==> src/led_fault_pkg.sv <==
// constants, types and register map for the led driver fault supervisor
// assumes a single 20 MHz system clock shared with the register port
package led_fault_pkg;

	localparam int CLK_HZ     = 20_000_000;
	localparam int RESTART_MS = 100;
	localparam int UVP_MS     = 110;
	localparam int RESTART_CYC = CLK_HZ / 1000 * RESTART_MS;
	localparam int UVP_CYC     = CLK_HZ / 1000 * UVP_MS;
	localparam int TMR_W       = 22;

	localparam int NCH = 6;
	localparam int AW  = 4;
	localparam int DW  = 16;

	localparam logic [AW-1:0] ADDR_STATUS  = 4'h0;
	localparam logic [AW-1:0] ADDR_DETAIL  = 4'h1;
	localparam logic [AW-1:0] ADDR_CTRL    = 4'h2;
	localparam logic [AW-1:0] ADDR_CURRENT = 4'h3;
	localparam logic [AW-1:0] ADDR_CONFIG  = 4'h4;

	localparam logic [11:0] CURRENT_RST        = 12'hFFF;
	localparam logic [2:0]  STR_CFG_DEFAULT    = 3'h0;
	localparam logic [1:0]  MODE_DEFAULT       = 2'h0;
	localparam logic [6:0]  I2C_ADDR_DEFAULT   = 7'h2A;
	localparam logic [3:0]  BOOST_FREQ_DEFAULT = 4'h3;
	localparam logic [3:0]  PWM_FREQ_DEFAULT   = 4'h2;
	localparam logic        LED_INT_DIS_RST    = 1'b0;

	typedef enum logic [4:0] {
		ST_INIT    = 5'b00001,
		ST_START   = 5'b00010,
		ST_RUN     = 5'b00100,
		ST_RECOVER = 5'b01000,
		ST_THERMAL = 5'b10000
	} state_t;

	typedef struct packed {
		logic           pump_low;
		logic           cap_bad;
		logic           crc_bad;
		logic           ovp_low;
		logic           ovp_high;
		logic           output_pin_a_ovp;
		logic           fb_uvp;
		logic           ss_done;
		logic           cyc_limit;
		logic           vin_ocp;
		logic           hot;
		logic           cool;
		logic           current_set_pin_short;
		logic           current_set_pin_ok;
		logic           at_max;
		logic           at_min;
		logic           grouped;
		logic           str_bad;
		logic           mode_bad;
		logic           bfreq_bad;
		logic           pfreq_bad;
		logic [2:0]     str_code;
		logic [1:0]     mode_code;
		logic [6:0]     addr_code;
		logic [3:0]     bfreq_code;
		logic [3:0]     pfreq_code;
		logic [NCH-1:0] headroom_low;
		logic [NCH-1:0] over_short;
		logic [NCH-1:0] in_window;
		logic [NCH-1:0] above_hys;
	} pins_t;

	typedef struct packed {
		logic [2:0] str_code;
		logic [1:0] mode;
		logic [6:0] i2c_addr;
		logic [3:0] bfreq;
		logic [3:0] pfreq;
	} cfg_t;

	// bit 0 is vin_ocp, bit 12 is cp
	typedef struct packed {
		logic cp;
		logic cpcap;
		logic crc;
		logic ovpl;
		logic ovph;
		logic ocp;
		logic strcfg;
		logic mode;
		logic fset;
		logic current_set_pin;
		logic tsd;
		logic led;
		logic vinocp;
	} flags_t;

	localparam int FLAG_W = 13;

endpackage

==> src/led_fault_supervisor.sv <==
// fault supervisor: start-up sequence, fault recovery timing, status flags, string fault tracking
// assumes analog comparator results arrive as asynchronous pins and software uses the plain register port
`timescale 1ns/1ps

//Contract
// - pump output low while running: outputs off, pump flag, interrupt, retry after 100 ms.
// - bad pump capacitor at init: pump off, both pump flags, interrupt, retry 100 ms.
// - config check failure at init sets its flag and interrupt, operation continues.
// - feedback above low overvoltage: flag, stop switching, no recovery.
// - feedback high overvoltage or output_pin_a node over limit: flag, interrupt, recovery.
// - feedback undervoltage for 110 ms from boost start: overcurrent flag, interrupt, recovery.
// - bad string resistor at init: flag, default six channels at 200 mA.
// - resistors evaluated only at initialization, settings kept latched afterwards.
// - bad mode resistor: flag, default phase-shift dimming, address 0x2A.
// - bad frequency resistor: flag, default boost 400 kHz or dimming 305 Hz.
// - current-set short: current code becomes a quarter of programmed value.
// - current-set short sets flag and interrupt; restore programmed value on recovery.
// - over-temperature: outputs off, flag, interrupt; restart after hysteresis cooling.
// - boost at maximum with a used output low: flag open, remove, disable.
// - each new string fault sets summary flag and interrupt unless disabled.
// - per-string detail bits held until power-down; summary cleared by software.
// - output above short level while another in window: flag short, remove, disable.
// - grouped with boost at minimum and output above headroom plus hysteresis: short.
// - cycle-by-cycle current limit only cuts pulses, never a fault.
// - input overcurrent disables all strings and enters recovery.
module led_fault_supervisor
	import led_fault_pkg::*;
#(
	parameter int RESTART_CYCLES = RESTART_CYC,
	parameter int UVP_CYCLES     = UVP_CYC
)
(
	input  wire logic                     clk_sys,
	input  wire logic                     resetn,
	input  wire logic                     ce,
	input  wire led_fault_pkg::pins_t     pins,
	input  wire logic [led_fault_pkg::AW-1:0] addr,
	input  wire logic [led_fault_pkg::DW-1:0] wdata,
	input  wire logic                     wr,
	input  wire logic                     rd,
	output logic [led_fault_pkg::DW-1:0]  rdata,
	output logic                          int_n,
	output logic                          pump_en,
	output logic                          fet_en,
	output logic                          boost_en,
	output logic                          boost_switch_en,
	output logic [led_fault_pkg::NCH-1:0] led_en,
	output logic [led_fault_pkg::NCH-1:0] adapt_mask,
	output logic [11:0]                   sink_current_code,
	output led_fault_pkg::cfg_t           cfg
);
	import led_fault_pkg::*;

	// strings in use for a string configuration code: 0 means all six
	function automatic logic [NCH-1:0] used_mask(input logic [2:0] code);
		logic [NCH-1:0] m;
		m = '1;
		if (code != 3'h0 && code < 3'h6)
			m = m >> code;
		return m;
	endfunction

	pins_t              s1_r;
	pins_t              p;
	state_t             state_r;
	state_t             state_nxt;
	logic [TMR_W-1:0]   rec_cnt_r;
	logic [TMR_W-1:0]   uvp_cnt_r;
	logic               cfg_done_r;
	flags_t             flags_r;
	flags_t             set_v;
	flags_t             clr_v;
	flags_t             irq_v;
	logic [NCH-1:0]     chan_fault_r;
	logic               open_any_r;
	logic               short_any_r;
	logic               led_int_dis_r;
	logic [11:0]        prog_r;
	logic               current_set_pin_red_r;
	logic               boosting;
	logic               active;
	logic               in_init;
	logic [1:0]         fill_r;
	logic               uvp_expire;
	logic               trip;
	logic [NCH-1:0]     open_new;
	logic [NCH-1:0]     short_new;
	logic [NCH-1:0]     mask_nxt;
	logic               boost_nxt;

	// two-stage synchroniser on every comparator and strap pin
	// fill_r holds init back until both stages carry real pin levels, not reset zeros
	always_ff @(posedge clk_sys)
	begin
		if (!resetn)
		begin
			s1_r   <= '0;
			p      <= '0;
			fill_r <= 2'b00;
		end
		else if (ce)
		begin
			s1_r   <= pins;
			p      <= s1_r;
			fill_r <= {fill_r[0], 1'b1};
		end
	end

	assign boosting = (state_r == ST_START) || (state_r == ST_RUN);
	assign active   = boosting || (state_r == ST_INIT);
	assign in_init  = (state_r == ST_INIT) && fill_r[1];

	assign uvp_expire = boosting && p.fb_uvp
		&& (uvp_cnt_r == TMR_W'(UVP_CYCLES - 1));

	// recovery causes while the boost runs
	assign trip = (active && p.pump_low)
		|| (boosting && (p.ovp_high || p.output_pin_a_ovp))
		|| uvp_expire
		|| (active && p.vin_ocp);

	always_comb
	begin
		state_nxt = state_r;
		unique case (state_r)
			ST_INIT:
			begin
				if (!fill_r[1])
					state_nxt = ST_INIT;
				else if (p.cap_bad || p.pump_low || p.vin_ocp)
					state_nxt = ST_RECOVER;
				else
					state_nxt = ST_START;
			end
			ST_START:
			begin
				if (trip)
					state_nxt = ST_RECOVER;
				else if (p.ss_done)
					state_nxt = ST_RUN;
			end
			ST_RUN:
			begin
				if (trip)
					state_nxt = ST_RECOVER;
			end
			ST_RECOVER:
			begin
				if (rec_cnt_r == TMR_W'(RESTART_CYCLES - 1))
					state_nxt = ST_INIT;
			end
			ST_THERMAL:
			begin
				if (p.cool && !p.hot)
					state_nxt = ST_INIT;
			end
		endcase
		if (p.hot && state_r != ST_THERMAL)
			state_nxt = ST_THERMAL;
	end

	always_ff @(posedge clk_sys)
	begin
		if (!resetn)
			state_r <= ST_INIT;
		else if (ce)
			state_r <= state_nxt;
	end

	// counter is zero on every entry to recovery, so each retry waits the full delay
	always_ff @(posedge clk_sys)
	begin
		if (!resetn)
			rec_cnt_r <= '0;
		else if (ce)
		begin
			if (state_r == ST_RECOVER && state_nxt == ST_RECOVER)
				rec_cnt_r <= rec_cnt_r + 1'b1;
			else
				rec_cnt_r <= '0;
		end
	end

	// undervoltage must persist without a break; any recovery of feedback restarts it
	always_ff @(posedge clk_sys)
	begin
		if (!resetn)
			uvp_cnt_r <= '0;
		else if (ce)
		begin
			if (boosting && p.fb_uvp && !uvp_expire)
				uvp_cnt_r <= uvp_cnt_r + 1'b1;
			else
				uvp_cnt_r <= '0;
		end
	end

	// straps are taken once after reset; later retries keep them even if a resistor falls off
	always_ff @(posedge clk_sys)
	begin
		if (!resetn)
		begin
			cfg_done_r <= 1'b0;
			cfg        <= '{STR_CFG_DEFAULT, MODE_DEFAULT, I2C_ADDR_DEFAULT,
				BOOST_FREQ_DEFAULT, PWM_FREQ_DEFAULT};
		end
		else if (ce && in_init && !cfg_done_r)
		begin
			cfg_done_r   <= 1'b1;
			cfg.str_code <= p.str_bad ? STR_CFG_DEFAULT : p.str_code;
			cfg.mode     <= p.mode_bad ? MODE_DEFAULT : p.mode_code;
			cfg.i2c_addr <= p.mode_bad ? I2C_ADDR_DEFAULT : p.addr_code;
			cfg.bfreq    <= p.bfreq_bad ? BOOST_FREQ_DEFAULT : p.bfreq_code;
			cfg.pfreq    <= p.pfreq_bad ? PWM_FREQ_DEFAULT : p.pfreq_code;
		end
	end

	// string fault detection
	always_comb
	begin
		open_new  = {NCH{state_r == ST_RUN && p.at_max}} & p.headroom_low & adapt_mask;
		short_new = {NCH{boosting}} & adapt_mask
			& ((p.over_short & {NCH{|p.in_window}})
			| (p.above_hys & {NCH{p.grouped && p.at_min}}));
		mask_nxt  = used_mask(cfg.str_code) & ~(chan_fault_r | open_new | short_new);
	end

	// detail bits have no clear path; only a power cycle resets them
	always_ff @(posedge clk_sys)
	begin
		if (!resetn)
		begin
			chan_fault_r <= '0;
			open_any_r   <= 1'b0;
			short_any_r  <= 1'b0;
		end
		else if (ce)
		begin
			chan_fault_r <= chan_fault_r | open_new | short_new;
			open_any_r   <= open_any_r | (|open_new);
			short_any_r  <= short_any_r | (|short_new);
		end
	end

	always_comb
	begin
		set_v        = '0;
		set_v.cp     = (active && p.pump_low) || (in_init && p.cap_bad);
		set_v.cpcap  = in_init && p.cap_bad;
		set_v.crc    = in_init && p.crc_bad;
		set_v.ovpl   = boosting && p.ovp_low;
		set_v.ovph   = boosting && (p.ovp_high || p.output_pin_a_ovp);
		set_v.ocp    = uvp_expire;
		set_v.strcfg = in_init && !cfg_done_r && p.str_bad;
		set_v.mode   = in_init && !cfg_done_r && p.mode_bad;
		set_v.fset   = in_init && !cfg_done_r && (p.bfreq_bad || p.pfreq_bad);
		set_v.current_set_pin   = p.current_set_pin_short;
		set_v.tsd    = p.hot;
		set_v.led    = |((open_new | short_new) & ~chan_fault_r);
		set_v.vinocp = active && p.vin_ocp;
		clr_v        = '0;
		if (wr && addr == ADDR_STATUS)
			clr_v = flags_t'(wdata[FLAG_W-1:0]);
	end

	// set beats a clear written in the same cycle
	always_ff @(posedge clk_sys)
	begin
		if (!resetn)
			flags_r <= '0;
		else if (ce)
			flags_r <= (flags_r & ~clr_v) | set_v;
	end

	// overvoltage-low and strap flags report status only
	always_comb
	begin
		irq_v        = flags_r;
		irq_v.ovpl   = 1'b0;
		irq_v.strcfg = 1'b0;
		irq_v.mode   = 1'b0;
		irq_v.fset   = 1'b0;
		irq_v.led    = flags_r.led && !led_int_dis_r;
	end

	always_ff @(posedge clk_sys)
	begin
		if (!resetn)
			int_n <= 1'b1;
		else if (ce)
			int_n <= ~(|irq_v);
	end

	always_ff @(posedge clk_sys)
	begin
		if (!resetn)
		begin
			led_int_dis_r <= LED_INT_DIS_RST;
			prog_r        <= CURRENT_RST;
		end
		else if (ce && wr)
		begin
			if (addr == ADDR_CTRL)
				led_int_dis_r <= wdata[0];
			if (addr == ADDR_CURRENT)
				prog_r <= wdata[11:0];
		end
	end

	// reduced current holds until the pin is back above its release level
	always_ff @(posedge clk_sys)
	begin
		if (!resetn)
			current_set_pin_red_r <= 1'b0;
		else if (ce)
		begin
			if (p.current_set_pin_short)
				current_set_pin_red_r <= 1'b1;
			else if (p.current_set_pin_ok)
				current_set_pin_red_r <= 1'b0;
		end
	end

	always_ff @(posedge clk_sys)
	begin
		if (!resetn)
			sink_current_code <= CURRENT_RST;
		else if (ce)
			sink_current_code <= (current_set_pin_red_r || p.current_set_pin_short) ? (prog_r >> 2) : prog_r;
	end

	assign boost_nxt = (state_nxt == ST_START) || (state_nxt == ST_RUN);

	// all power outputs follow the next state so they drop in the cycle the fault is seen
	always_ff @(posedge clk_sys)
	begin
		if (!resetn)
		begin
			pump_en         <= 1'b0;
			fet_en          <= 1'b0;
			boost_en        <= 1'b0;
			boost_switch_en <= 1'b0;
			led_en          <= '0;
			adapt_mask      <= '0;
		end
		else if (ce)
		begin
			pump_en         <= (state_nxt == ST_INIT) || boost_nxt;
			fet_en          <= boost_nxt;
			boost_en        <= boost_nxt;
			boost_switch_en <= boost_nxt && !p.ovp_low && !p.cyc_limit;
			led_en          <= boost_nxt ? mask_nxt : '0;
			adapt_mask      <= mask_nxt;
		end
	end

	always_ff @(posedge clk_sys)
	begin
		if (!resetn)
			rdata <= '0;
		else if (ce)
		begin
			rdata <= '0;
			if (rd)
			begin
				unique case (addr)
					ADDR_STATUS:  rdata <= DW'(flags_r);
					ADDR_DETAIL:  rdata <= DW'({open_any_r, short_any_r, chan_fault_r});
					ADDR_CTRL:    rdata <= DW'({state_r, led_int_dis_r});
					ADDR_CURRENT: rdata <= DW'(prog_r);
					ADDR_CONFIG:  rdata <= DW'({cfg.str_code, cfg.mode, cfg.bfreq, cfg.pfreq});
					default:      rdata <= '0;
				endcase
			end
		end
	end

endmodule

==> config.mk <==
export PLATFORM = sky130hd
export DESIGN_NAME = led_fault_supervisor
export DESIGN_NICKNAME = d
export VERILOG_FILES = /design/src/led_fault_pkg.sv /design/src/led_fault_supervisor.sv
export SDC_FILE = /design/constraint.sdc
export NUM_CORES = 1
export LEC_CHECK = 0
export BUFFER_PORTS_ARGS = -buffer_cell sky130_fd_sc_hd__buf_2
export CORE_UTILIZATION = 57
export CTS_BUF_LIST = sky130_fd_sc_hd__clkbuf_4 sky130_fd_sc_hd__clkbuf_8
export DETAILED_ROUTE_END_ITERATION = 16
export PLACE_DENSITY = 0.89
export SYNTH_ARGS = -nofsm -noshare
export SYNTH_HDL_FRONTEND = slang
export SYNTH_SLANG_ARGS = --single-unit
==> constraint.sdc <==
create_clock -name clk_sys -period 5.01 [get_ports clk_sys]
set_input_delay 0.501 -clock clk_sys [delete_from_list [all_inputs] [get_ports clk_sys]]
set_output_delay 0.501 -clock clk_sys [all_outputs]
set_load 0.03 [all_outputs]
==> impl_metrics.csv, run 1 <==
group,metric,value,unit
synth,ys.flop_type,"dfxtp_1",
run,drv_cap,0,
sta,max_freq,381,MHz
sta,worst_pin_slew,1.24,ns
cells_and_area,areaGrowthSynthToFinish,14.2,%
synth,yosys.cell_types.count,68,
cells_and_area,final_nets,1484,
floorplanning,core,19500,um2
cts,ctsResizeCount,0,
floorplanning,std_cell_rows,51,
cts,cts_max_path_buffers,3,
synth,synthArstFlopShare,0,
synth,seq_area_frac_synth,0.490,
setup_path,worst_ep_arrival_time,3.03,ns
cells_and_area,fin_cells,1678,
routing,route.vias.total,9573,
setup_path,r2r_cells,7,
global_route,grt_max_degree,111,
cts,cts_buffers,43,
global_route,grt_overflow,0,
synth,synth_seq_cells,278,
routing,ant_nets,0,
setup_path,crit_path_start_kind,"flop",
setup_path,crit_path_max_fanout,5,
power_and_ir_drop,p_leak,5.48,nW
place,numPortBuffers,148,
cts,postCtsSetupRepairBufs,0,
power_and_ir_drop,total_power,4.48,mW
synth,avgSynthCellArea,8.97,um2
sta,period_share,0.525,
place,place_area,12200,um2
sta,fin_crit,2.63,ns
global_route,grt_pass1_wl,44.0,mm
floorplanning,io-pin-count,155,
setup_path,critical_path_class,"reg -> reg",
floorplanning,start_util,0.582,
routing,drc,0,
routing,dr.pass1.iters,7,
min_path,hold_path_depth,3,
min_path,min_path_type,"in -> reg",
global_route,grt_pass1_vias,9045,
routing,wirelength,27.4,mm
global_route,antenna_found_initial,0,
global_route,globalRouteTotalUtil,0.268,
status,status,"complete, no violations",
sta,fin_tns_setup,0,ns
sta,finalMaxSlewViolations,0,
global_route,grtUsageMet3,0.0466,
floorplanning,dieHeight,143,um
place,hpwl,18.5,mm
setup_path,end_kind,"flop",
cells_and_area,final_common_cell,"dfxtp_1",
sta,rsz0062_at_grt,"false",
power_and_ir_drop,ir_drop,0.270,mV
sta,fin_skew,0.0208,ns
routing,vias_per_cell,5.71,
synth,synth-edff-count,0,
sta,whs,0.177,ns
power_and_ir_drop,power_density,345,nW/um2
cells_and_area,nFillCells,1557,
sta,relSlewSlack,0.170,
cts,insertion_delay,0.56,ns
cts,cts_tree,"done",
sta,setup_violations,0,
cts,h-tree-depth,2,
global_route,met1_usage,0.332,
routing,routedWlPerCell,16.3,um
cts,root_buffer,"clkbuf_8",
sta,final_hold_viol_count,0,
floorplanning,die_area,20500,um2
synth,yosys_warnings,0,
cells_and_area,final_util,0.665,
cells_and_area,drive_gt1_frac,0.170,
setup_path,timing.rr.start,"uvp_cnt_r[0]",
place,post-place-ws,2.29,ns
cells_and_area,antenna_cells,0,
cells_and_area,final_cell_mix,"dfxtp_1 (278), nor2_1 (249), buf_2 (147), mux2i_1 (134), nand2_1 (133)",
place,place.gp.congestion,0.902,
synth,synthCells,1267,
sta,fin_ws,2.38,ns
setup_path,startpoint,"uvp_cnt_r[0]",
floorplanning,fp.dieW,143,um
global_route,busiest_layer,"met2",
routing,drt_iter0_markers,775,
cts,cts_hold_buf,0,
cells_and_area,fin_area,13000,um2
min_path,min_from,"pins[24]",
cts,clk_pin_slew,0.06,ns
place,dp.cells,1610,
setup_path,crit_required,5.41,ns
cts,cts_sinks,278,
synth,synth_area,11400,um2
global_route,grt_use_met2,0.452,
critical path, stage by stage (launching register included):
cell and delay (ns):
dfxtp_1 0.38, ha_1 0.27, nor4b_1 0.29, nand4_1 0.20, nor4_2 0.71, o21bai_1 0.31
a22oi_1 0.25, nor2_1 0.07
area by class of cell:
type                            count  area (um2)  share of cell area
Clock inverter                      8        57.6             0.00443
Tap cell                          265         332              0.0255
Inverter                           10        42.5             0.00328
Clock buffer                       60         757              0.0583
Multi-Input combinational cell    902        5430               0.418
Sequential cell                   278        5570               0.429
Timing Repair Buffer              155         803              0.0619
Yosys cell counts (all sizes together), types with 5 or more instances:
cell type | number | area [um2]
xnor2 | 14 | 123
o21ai | 42 | 210
nor3 | 24 | 141
and3 | 18 | 113
a21oi | 56 | 284
dfxtp | 278 | 5570
nor4 | 6 | 71.3
buf | 25 | 144
a21boi | 6 | 45.1
nand4 | 17 | 106
a22oi | 19 | 143
nand2 | 133 | 499
nand3b | 17 | 128
nor2 | 249 | 935
a21o | 9 | 67.6
nand3 | 41 | 210
o211ai | 7 | 52.6
mux2i | 134 | 1340
a222oi | 12 | 120
clkbuf | 54 | 203
nor2b | 5 | 31.3
xor2 | 30 | 282
o22ai | 5 | 31.3
inv | 10 | 37.5
kinds of logic after synthesis:
logic type | after synthesis | share of synthesized area
and+or+nand+nor | 531 | 0.212
muxes | 135 | 0.119
DFF | 278 | 0.490
adders and majority gates | 4 | 0.00440
buffers and inverters | 89 | 0.0338
xor gates and xnor gates | 44 | 0.0355
AOI/OAI and AO/OA | 185 | 0.106
other | 1 | 0.000330
state kept, by name (all words and copies together) (netlist names), 13 cells and up:
signal,flops
cfg,20
s1_r,65
flags_r,13
rec_cnt_r,22
rdata,13
uvp_cnt_r,22
p,65
report_power, final:
| part | switching, mW | internal [mW] | leakage [nW] |
|---|---|---|---|
| Clock | 0.847 | 0.972 | 0.434 |
| Sequential | 0.0546 | 2.28 | 2.26 |
| Combinational | 0.198 | 0.129 | 2.79 |
path summary, 6_finish.rpt:
check / endpoint / slack, ns
worst max-delay path: led_en[0] / 2.38
worst min register to register: cfg[10] / 0.45
worst max register to register: led_en[0] / 2.38
worst min-delay path: s1_r[24] / 0.18
per-layer routing:
| layer | part of all wire | vias to the layer above |
|---|---|---|
| li1 | - | 4632 |
| met1 | 0.42 | 4487 |
| met2 | 0.48 | 371 |
| met3 | 0.063 | 83 |
| met4 | 0.038 | 0 |
| met5 | 0 | - |
Power figures use the tool's default switching activity.
==> run 2, diff against run 1 <==
==> constraint.sdc (replaced) <==
create_clock -name clk_sys -period 2.45 [get_ports clk_sys]
set_input_delay 0.245 -clock clk_sys [delete_from_list [all_inputs] [get_ports clk_sys]]
set_output_delay 0.245 -clock clk_sys [all_outputs]
set_load 0.03 [all_outputs]
==> impl_metrics.csv, run 2 (synthesis gave the netlist of run 1 again) <==
group,metric,value,unit
routing,drt_iter0_markers,843,
sta,period_share,0.901,
power_and_ir_drop,switching_share,0.250,
cts,cts_tree,"done",
cts,cts_max_path_buffers,3,
cells_and_area,top_regs,"p: 65 flops, s1_r: 65 flops",
setup_path,end_kind,"flop",
global_route,antenna_found_initial,0,
power_and_ir_drop,power_density,693,nW/um2
sta,worst_pin_slew,1.00,ns
cts,cts_buffers,44,
sta,max_freq,453,MHz
sta,fin_tns_setup,0,ns
sta,final_hold_viol_count,0,
setup_path,worst_ep_arrival_time,2.62,ns
global_route,globalRouteTotalUtil,0.298,
floorplanning,core,19500,um2
sta,finalMaxSlewViolations,0,
routing,wl_met2,15.4,mm
sta,fin_crit,2.21,ns
sta,relSlewSlack,0.328,
cells_and_area,areaGrowthSynthToFinish,22.8,%
floorplanning,dieHeight,143,um
setup_path,critPathSlowestCell,"dfxtp_1",
power_and_ir_drop,switchingPower,2.41,mW
global_route,grt_pass1_wl,48.4,mm
place,numPortBuffers,148,
cts,postCtsSetupRepairBufs,0,
floorplanning,io-pin-count,155,
routing,dr.pass1.iters,6,
cells_and_area,final_common_cell,"dfxtp_1",
routing,route.vias.total,10200,
setup_path,timing.rr.start,"uvp_cnt_r[0]",
min_path,min_from,"pins[27]",
floorplanning,fp.dieW,143,um
cts,clk_pin_slew,0.07,ns
routing,routed.top_layer,"met4",
status,status,"complete, no violations",
power_and_ir_drop,pwr-share-clk,0.423,
global_route,grt_max_degree,83,
run,drv_cap,0,
cts,h-tree-depth,2,
power_and_ir_drop,pwr-share-seq,0.494,
cts,insertion_delay,0.58,ns
floorplanning,std_cell_rows,51,
sta,rsz0062_at_grt,"false",
min_path,min_path_type,"in -> reg",
cts,root_buffer,"clkbuf_8",
routing,vias_per_cell,5.75,
place,place.gp.congestion,0.932,
setup_path,critical_path_class,"reg -> reg",
power_and_ir_drop,p_int,7.26,mW
routing,routedWlPerCell,17.5,um
sta,fin_skew,0.0383,ns
place,place_area,12300,um2
power_and_ir_drop,ir_drop,0.662,mV
cts,cts_hold_buf,76,
power_and_ir_drop,p_leak,5.92,nW
sta,setup_violations,0,
cells_and_area,final_nets,1571,
floorplanning,die_area,20500,um2
setup_path,max_stage_delay,0.38,ns
setup_path,startpoint,"uvp_cnt_r[0]",
place,hpwl,19.0,mm
global_route,grt_pass1_vias,9792,
cells_and_area,drive_gt1_frac,0.171,
setup_path,crit_path_start_kind,"flop",
cells_and_area,final_cell_mix,"dfxtp_1 (278), nor2_1 (249), buf_2 (147), mux2i_1 (134), nand2_1 (133)",
floorplanning,start_util,0.582,
cts,ctsResizeCount,0,
global_route,grt_overflow,0,
routing,ant_nets,0,
power_and_ir_drop,p_comb_frac,0.083,
cts,cts_sinks,278,
setup_path,cp_cell_sequence,"ha_1 -> nor4b_1 -> nand4_1 -> nor4_2 -> buf_4 -> o21bai_1 -> a22oi_1 -> nor2_1",
setup_path,crit_required,2.86,ns
cells_and_area,fin_area,14000,um2
routing,met1_length,12.3,mm
routing,drc,0,
routing,wirelength,31.0,mm
routing,wl_met3,2.14,mm
power_and_ir_drop,total_power,9.67,mW
setup_path,crit_path_max_fanout,5,
run 2: cell types whose count changed in the layout (fill, tap and decap cells not counted), sizes merged:
cell and delta:
dlygate4sd3 +76, buf +10, clkbuf +9, clkinv -2
diode +1
run 2: final timing paths:
check	slack (ns)	endpoint	cells past startpoint
min	0.02	s1_r[27]	3
max	0.24	boost_switch_en	8
max reg2reg	0.24	boost_switch_en	8
min reg2reg	0.46	led_en[4]	2
run 2: power by group through the flow:
stage	clock, mW	sequential [mW]	combinational (mW)
floorplan	0	4.87	0.446
global placement	0	4.86	0.655
detailed placement	0	4.87	0.676
CTS	4.10	4.77	0.777
global route	4.30	4.79	0.859
finish	4.09	4.78	0.800
run 2: area by class of cell:
class                           count  area, um2
Sequential cell                   278       5570
Clock inverter                      6       55.1
Tap cell                          265        332
Antenna cell                        1       2.50
Multi-Input combinational cell    902       5430
Inverter                           10       42.5
Clock buffer                       69        862
Timing Repair Buffer              241       1680
Fill cell                        1377       5560
run 2: per-stage QoR:
step                std cells  setup slack [ns]  hold slack, ns   util
floorplan                1269             0.577           0.369      -
global placement         1620             0.311           0.444  0.629
detailed placement       1620             0.285           0.446  0.629
CTS                      1771             0.280          0.0187  0.715
global route             1771            0.0518          0.0337  0.715
finish                   1772             0.243          0.0250  0.715
run 2: worst max-delay path, delay by kind of cell (launching register included):
family / cells / cell delay (ns)
fa+ha+maj: 1 / 0.24
simple gates: 4 / 0.85
flops: 1 / 0.38
buf+inv: 1 / 0.20
compound gates: 2 / 0.40
run 2: routing by layer:
layer,track usage,up-vias
met3,0.0594,94
li1,-,4831
met5,0,-
met2,0.521,444
met1,0.350,4825
met4,0.139,0
==> run 3, diff against run 2 <==
--- a/config.mk
+++ b/config.mk
@@ -5,6 +5,7 @@
 export SDC_FILE = /design/constraint.sdc
 export NUM_CORES = 1
 export LEC_CHECK = 0
+export ABC_AREA = 1
 export BUFFER_PORTS_ARGS = -buffer_cell sky130_fd_sc_hd__buf_2
 export CORE_UTILIZATION = 57
 export CTS_BUF_LIST = sky130_fd_sc_hd__clkbuf_4 sky130_fd_sc_hd__clkbuf_8
==> impl_metrics.csv, run 3 <==
group,metric,value,unit
floorplanning,fp.dieW,144,um
synth,yosys.cell_types.count,49,
place,place.gp.congestion,0.913,
sta,relSlewSlack,0.518,
synth,ys.flop_type,"dfxtp_1",
cts,root_buffer,"clkbuf_8",
routing,route.vias.total,11000,
setup_path,cp_cell_sequence,"ha_1 -> nand3_1 -> nor2_1 -> nand3_1 -> o21ai_2 -> nor3_4 -> o21ai_4 -> buf_4 -> nor3b_2",
floorplanning,io-pin-count,155,
power_and_ir_drop,power_density,712,nW/um2
sta,fin_skew,0.0248,ns
routing,drt_iter0_markers,999,
status,status,"complete, no violations",
routing,drc,0,
min_path,min_to,"flags_r[12]",
min_path,min_from,"wdata[12]",
cells_and_area,drive_gt1_frac,0.173,
sta,fin_crit,2.05,ns
floorplanning,die_area,20700,um2
setup_path,crit_required,2.90,ns
synth,seq_area_frac_synth,0.485,
sta,max_freq,487,MHz
synth,synth_top_cell_area_share,0.485,
cts,cts_buffers,45,
cts,h-tree-depth,2,
floorplanning,dieHeight,144,um
synth,synthCells,1529,
cts,cts_sinks,278,
global_route,met1_usage,0.382,
sta,finalMaxSlewViolations,0,
setup_path,timing.rr.start,"rec_cnt_r[0]",
synth,synthArstFlopShare,0,
routing,routedWlPerCell,15.5,um
sta,setup_violations,0,
synth,synth-edff-count,0,
setup_path,worst_ep_arrival_time,2.50,ns
floorplanning,start_util,0.585,
cells_and_area,areaGrowthSynthToFinish,22.5,%
setup_path,critical_path_class,"reg -> reg",
sta,whs,0.0570,ns
place,numPortBuffers,148,
cells_and_area,top_regs,"p: 65 flops, s1_r: 65 flops",
global_route,antenna_found_initial,0,
setup_path,startpoint,"rec_cnt_r[0]",
routing,vias_per_cell,5.43,
synth,yosys_warnings,0,
synth,avgSynthCellArea,7.50,um2
synth,synthTopCellsByCount,"nor2_1 (325), dfxtp_1 (278), o21ai_0 (204)",
cts,insertion_delay,0.58,ns
global_route,grtUsageMet3,0.0700,
synth,synth_top_area_cell,"dfxtp_1",
min_path,min_path_type,"in -> reg",
cts,clk_pin_slew,0.05,ns
global_route,busiest_layer,"met2",
min_path,hold_path_depth,4,
run,drv_cap,0,
setup_path,crit_top_cell,"nand3_1",
global_route,globalRouteTotalUtil,0.305,
global_route,grt_pass1_wl,49.8,mm
cells_and_area,antenna_cells,0,
cells_and_area,final_common_cell,"nor2_1",
routing,ant_nets,0,
floorplanning,std_cell_rows,51,
setup_path,critPathSlowestCell,"dfxtp_1",
cells_and_area,final_nets,1830,
setup_path,cp_num_buf_inv,1,
setup_path,r2r-end,"rec_cnt_r[0]",
synth,synth_area,11500,um2
global_route,grt_use_met2,0.503,
place,hpwl,19.3,mm
setup_path,crit_path_start_kind,"flop",
synth,synth_seq_cells,278,
sta,rsz0062_at_grt,"false",
setup_path,end_kind,"flop",
global_route,grt_overflow,0,
synth,synth.area.top_cells,"dfxtp_1 (49%), nor2_1 (11%), o21ai_0 (8.9%)",
setup_path,r2r_cells,9,
global_route,grt_max_degree,101,
cells_and_area,final_cell_mix,"nor2_1 (325), dfxtp_1 (278), o21ai_0 (204), nand2_1 (191), buf_2 (146)",
cts,cts_max_path_buffers,3,
setup_path,max_stage_delay,0.37,ns
routing,dr.pass1.iters,8,
cts,cts_tree,"done",
routing,wirelength,31.4,mm
global_route,grt_pass1_vias,10300,
sta,final_hold_viol_count,0,
power_and_ir_drop,ir_drop,0.514,mV
setup_path,crit_path_max_fanout,11,
power_and_ir_drop,p_leak,5.90,nW
floorplanning,core,19600,um2
setup_path,reg2reg_slack,0.40,ns
sta,fin_tns_setup,0,ns
sta,period_share,0.839,
synth,yosysMostFrequentCell,"nor2_1",
cts,ctsResizeCount,0,
setup_path,cp_top_family,"compound AO/OA/AOI/OAI gates",
sta,worst_pin_slew,0.722,ns
## run 3: cell count changes after synthesis, sizes merged, moves of 18 or more
cell / delta
mux2i: -134
inv: +106
nand2: +62
and3: -18
a21oi: +59
nor2: +96
o21ai: +169
## run 3: worst max path at each step
stage | end | slack, ns | depth (start not counted)
2_1_floorplan | rec_cnt_r[20] | 0.74 | 11
5_1_grt | rec_cnt_r[14] | 0.20 | 9
4_1_cts | rec_cnt_r[0] | 0.38 | 9
3_5_place_dp | rec_cnt_r[0] | 0.40 | 9
6_report | rec_cnt_r[0] | 0.40 | 9
3_3_place_gp | rec_cnt_r[4] | 0.47 | 9
## run 3: timing repair
action / 4_1_cts / 5_1_grt
hold endpoints to repair: 79 / 0
setup buffers: 0 / 0
hold buffers: 77 / 0
## run 3: layout make-up
cell class | count | area, um2
Multi-Input combinational cell | 1050 | 5080
Tap cell | 265 | 332
Timing Repair Buffer | 244 | 1680
Inverter | 117 | 444
Clock inverter | 7 | 85.1
Sequential cell | 278 | 5570
Clock buffer | 69 | 850
Fill cell | 1446 | 5550
## run 3: logic make-up (layout without fill, tap and decap cells)
kind of cell,Yosys count,in the layout,synth area share
AND/OR/NAND/NOR,654,654,0.250
other,1,3,0.000327
XOR/XNOR,21,21,0.0160
AO/OA/AOI/OAI,368,368,0.172
flip-flops,278,278,0.485
adder cells (fa/ha/maj),4,4,0.00437
buffers and inverters,203,437,0.0720
## run 3: per-layer routing
metal / part of all wire / up-vias
met4: 0.029 / 0
met2: 0.48 / 462
met1: 0.42 / 5066
li1: - / 5426
met3: 0.078 / 79
met5: 0 / -
## run 3: where the power goes
part | switching, mW | total (mW) | leakage (nW) | internal, mW
logic | 0.610 | 0.964 | 3.13 | 0.353
registers | 0.137 | 4.86 | 2.28 | 4.73
clock network | 1.85 | 4.16 | 0.494 | 2.32
total | 2.59 | 9.99 | 5.90 | 7.40
## run 3: metrics by stage
stage / area [um2] / std cells / utilization / worst slack (ns) / power, mW
floorplan: 11500 / 1531 / - / 0.742 / 5.50
finish: 14000 / 2030 / 0.717 / 0.395 / 9.99
CTS: 14000 / 2030 / 0.717 / 0.384 / 9.96
global route: 14000 / 2030 / 0.717 / 0.205 / 10.4
global placement: 12300 / 1877 / 0.630 / 0.467 / 5.76
detailed placement: 12300 / 1877 / 0.630 / 0.399 / 5.78
## run 3: worst min-delay path: stages
cell and delay (ns):
buf_2 0.10, nand3_1 0.07, nand2_1 0.07, a31oi_1 0.07
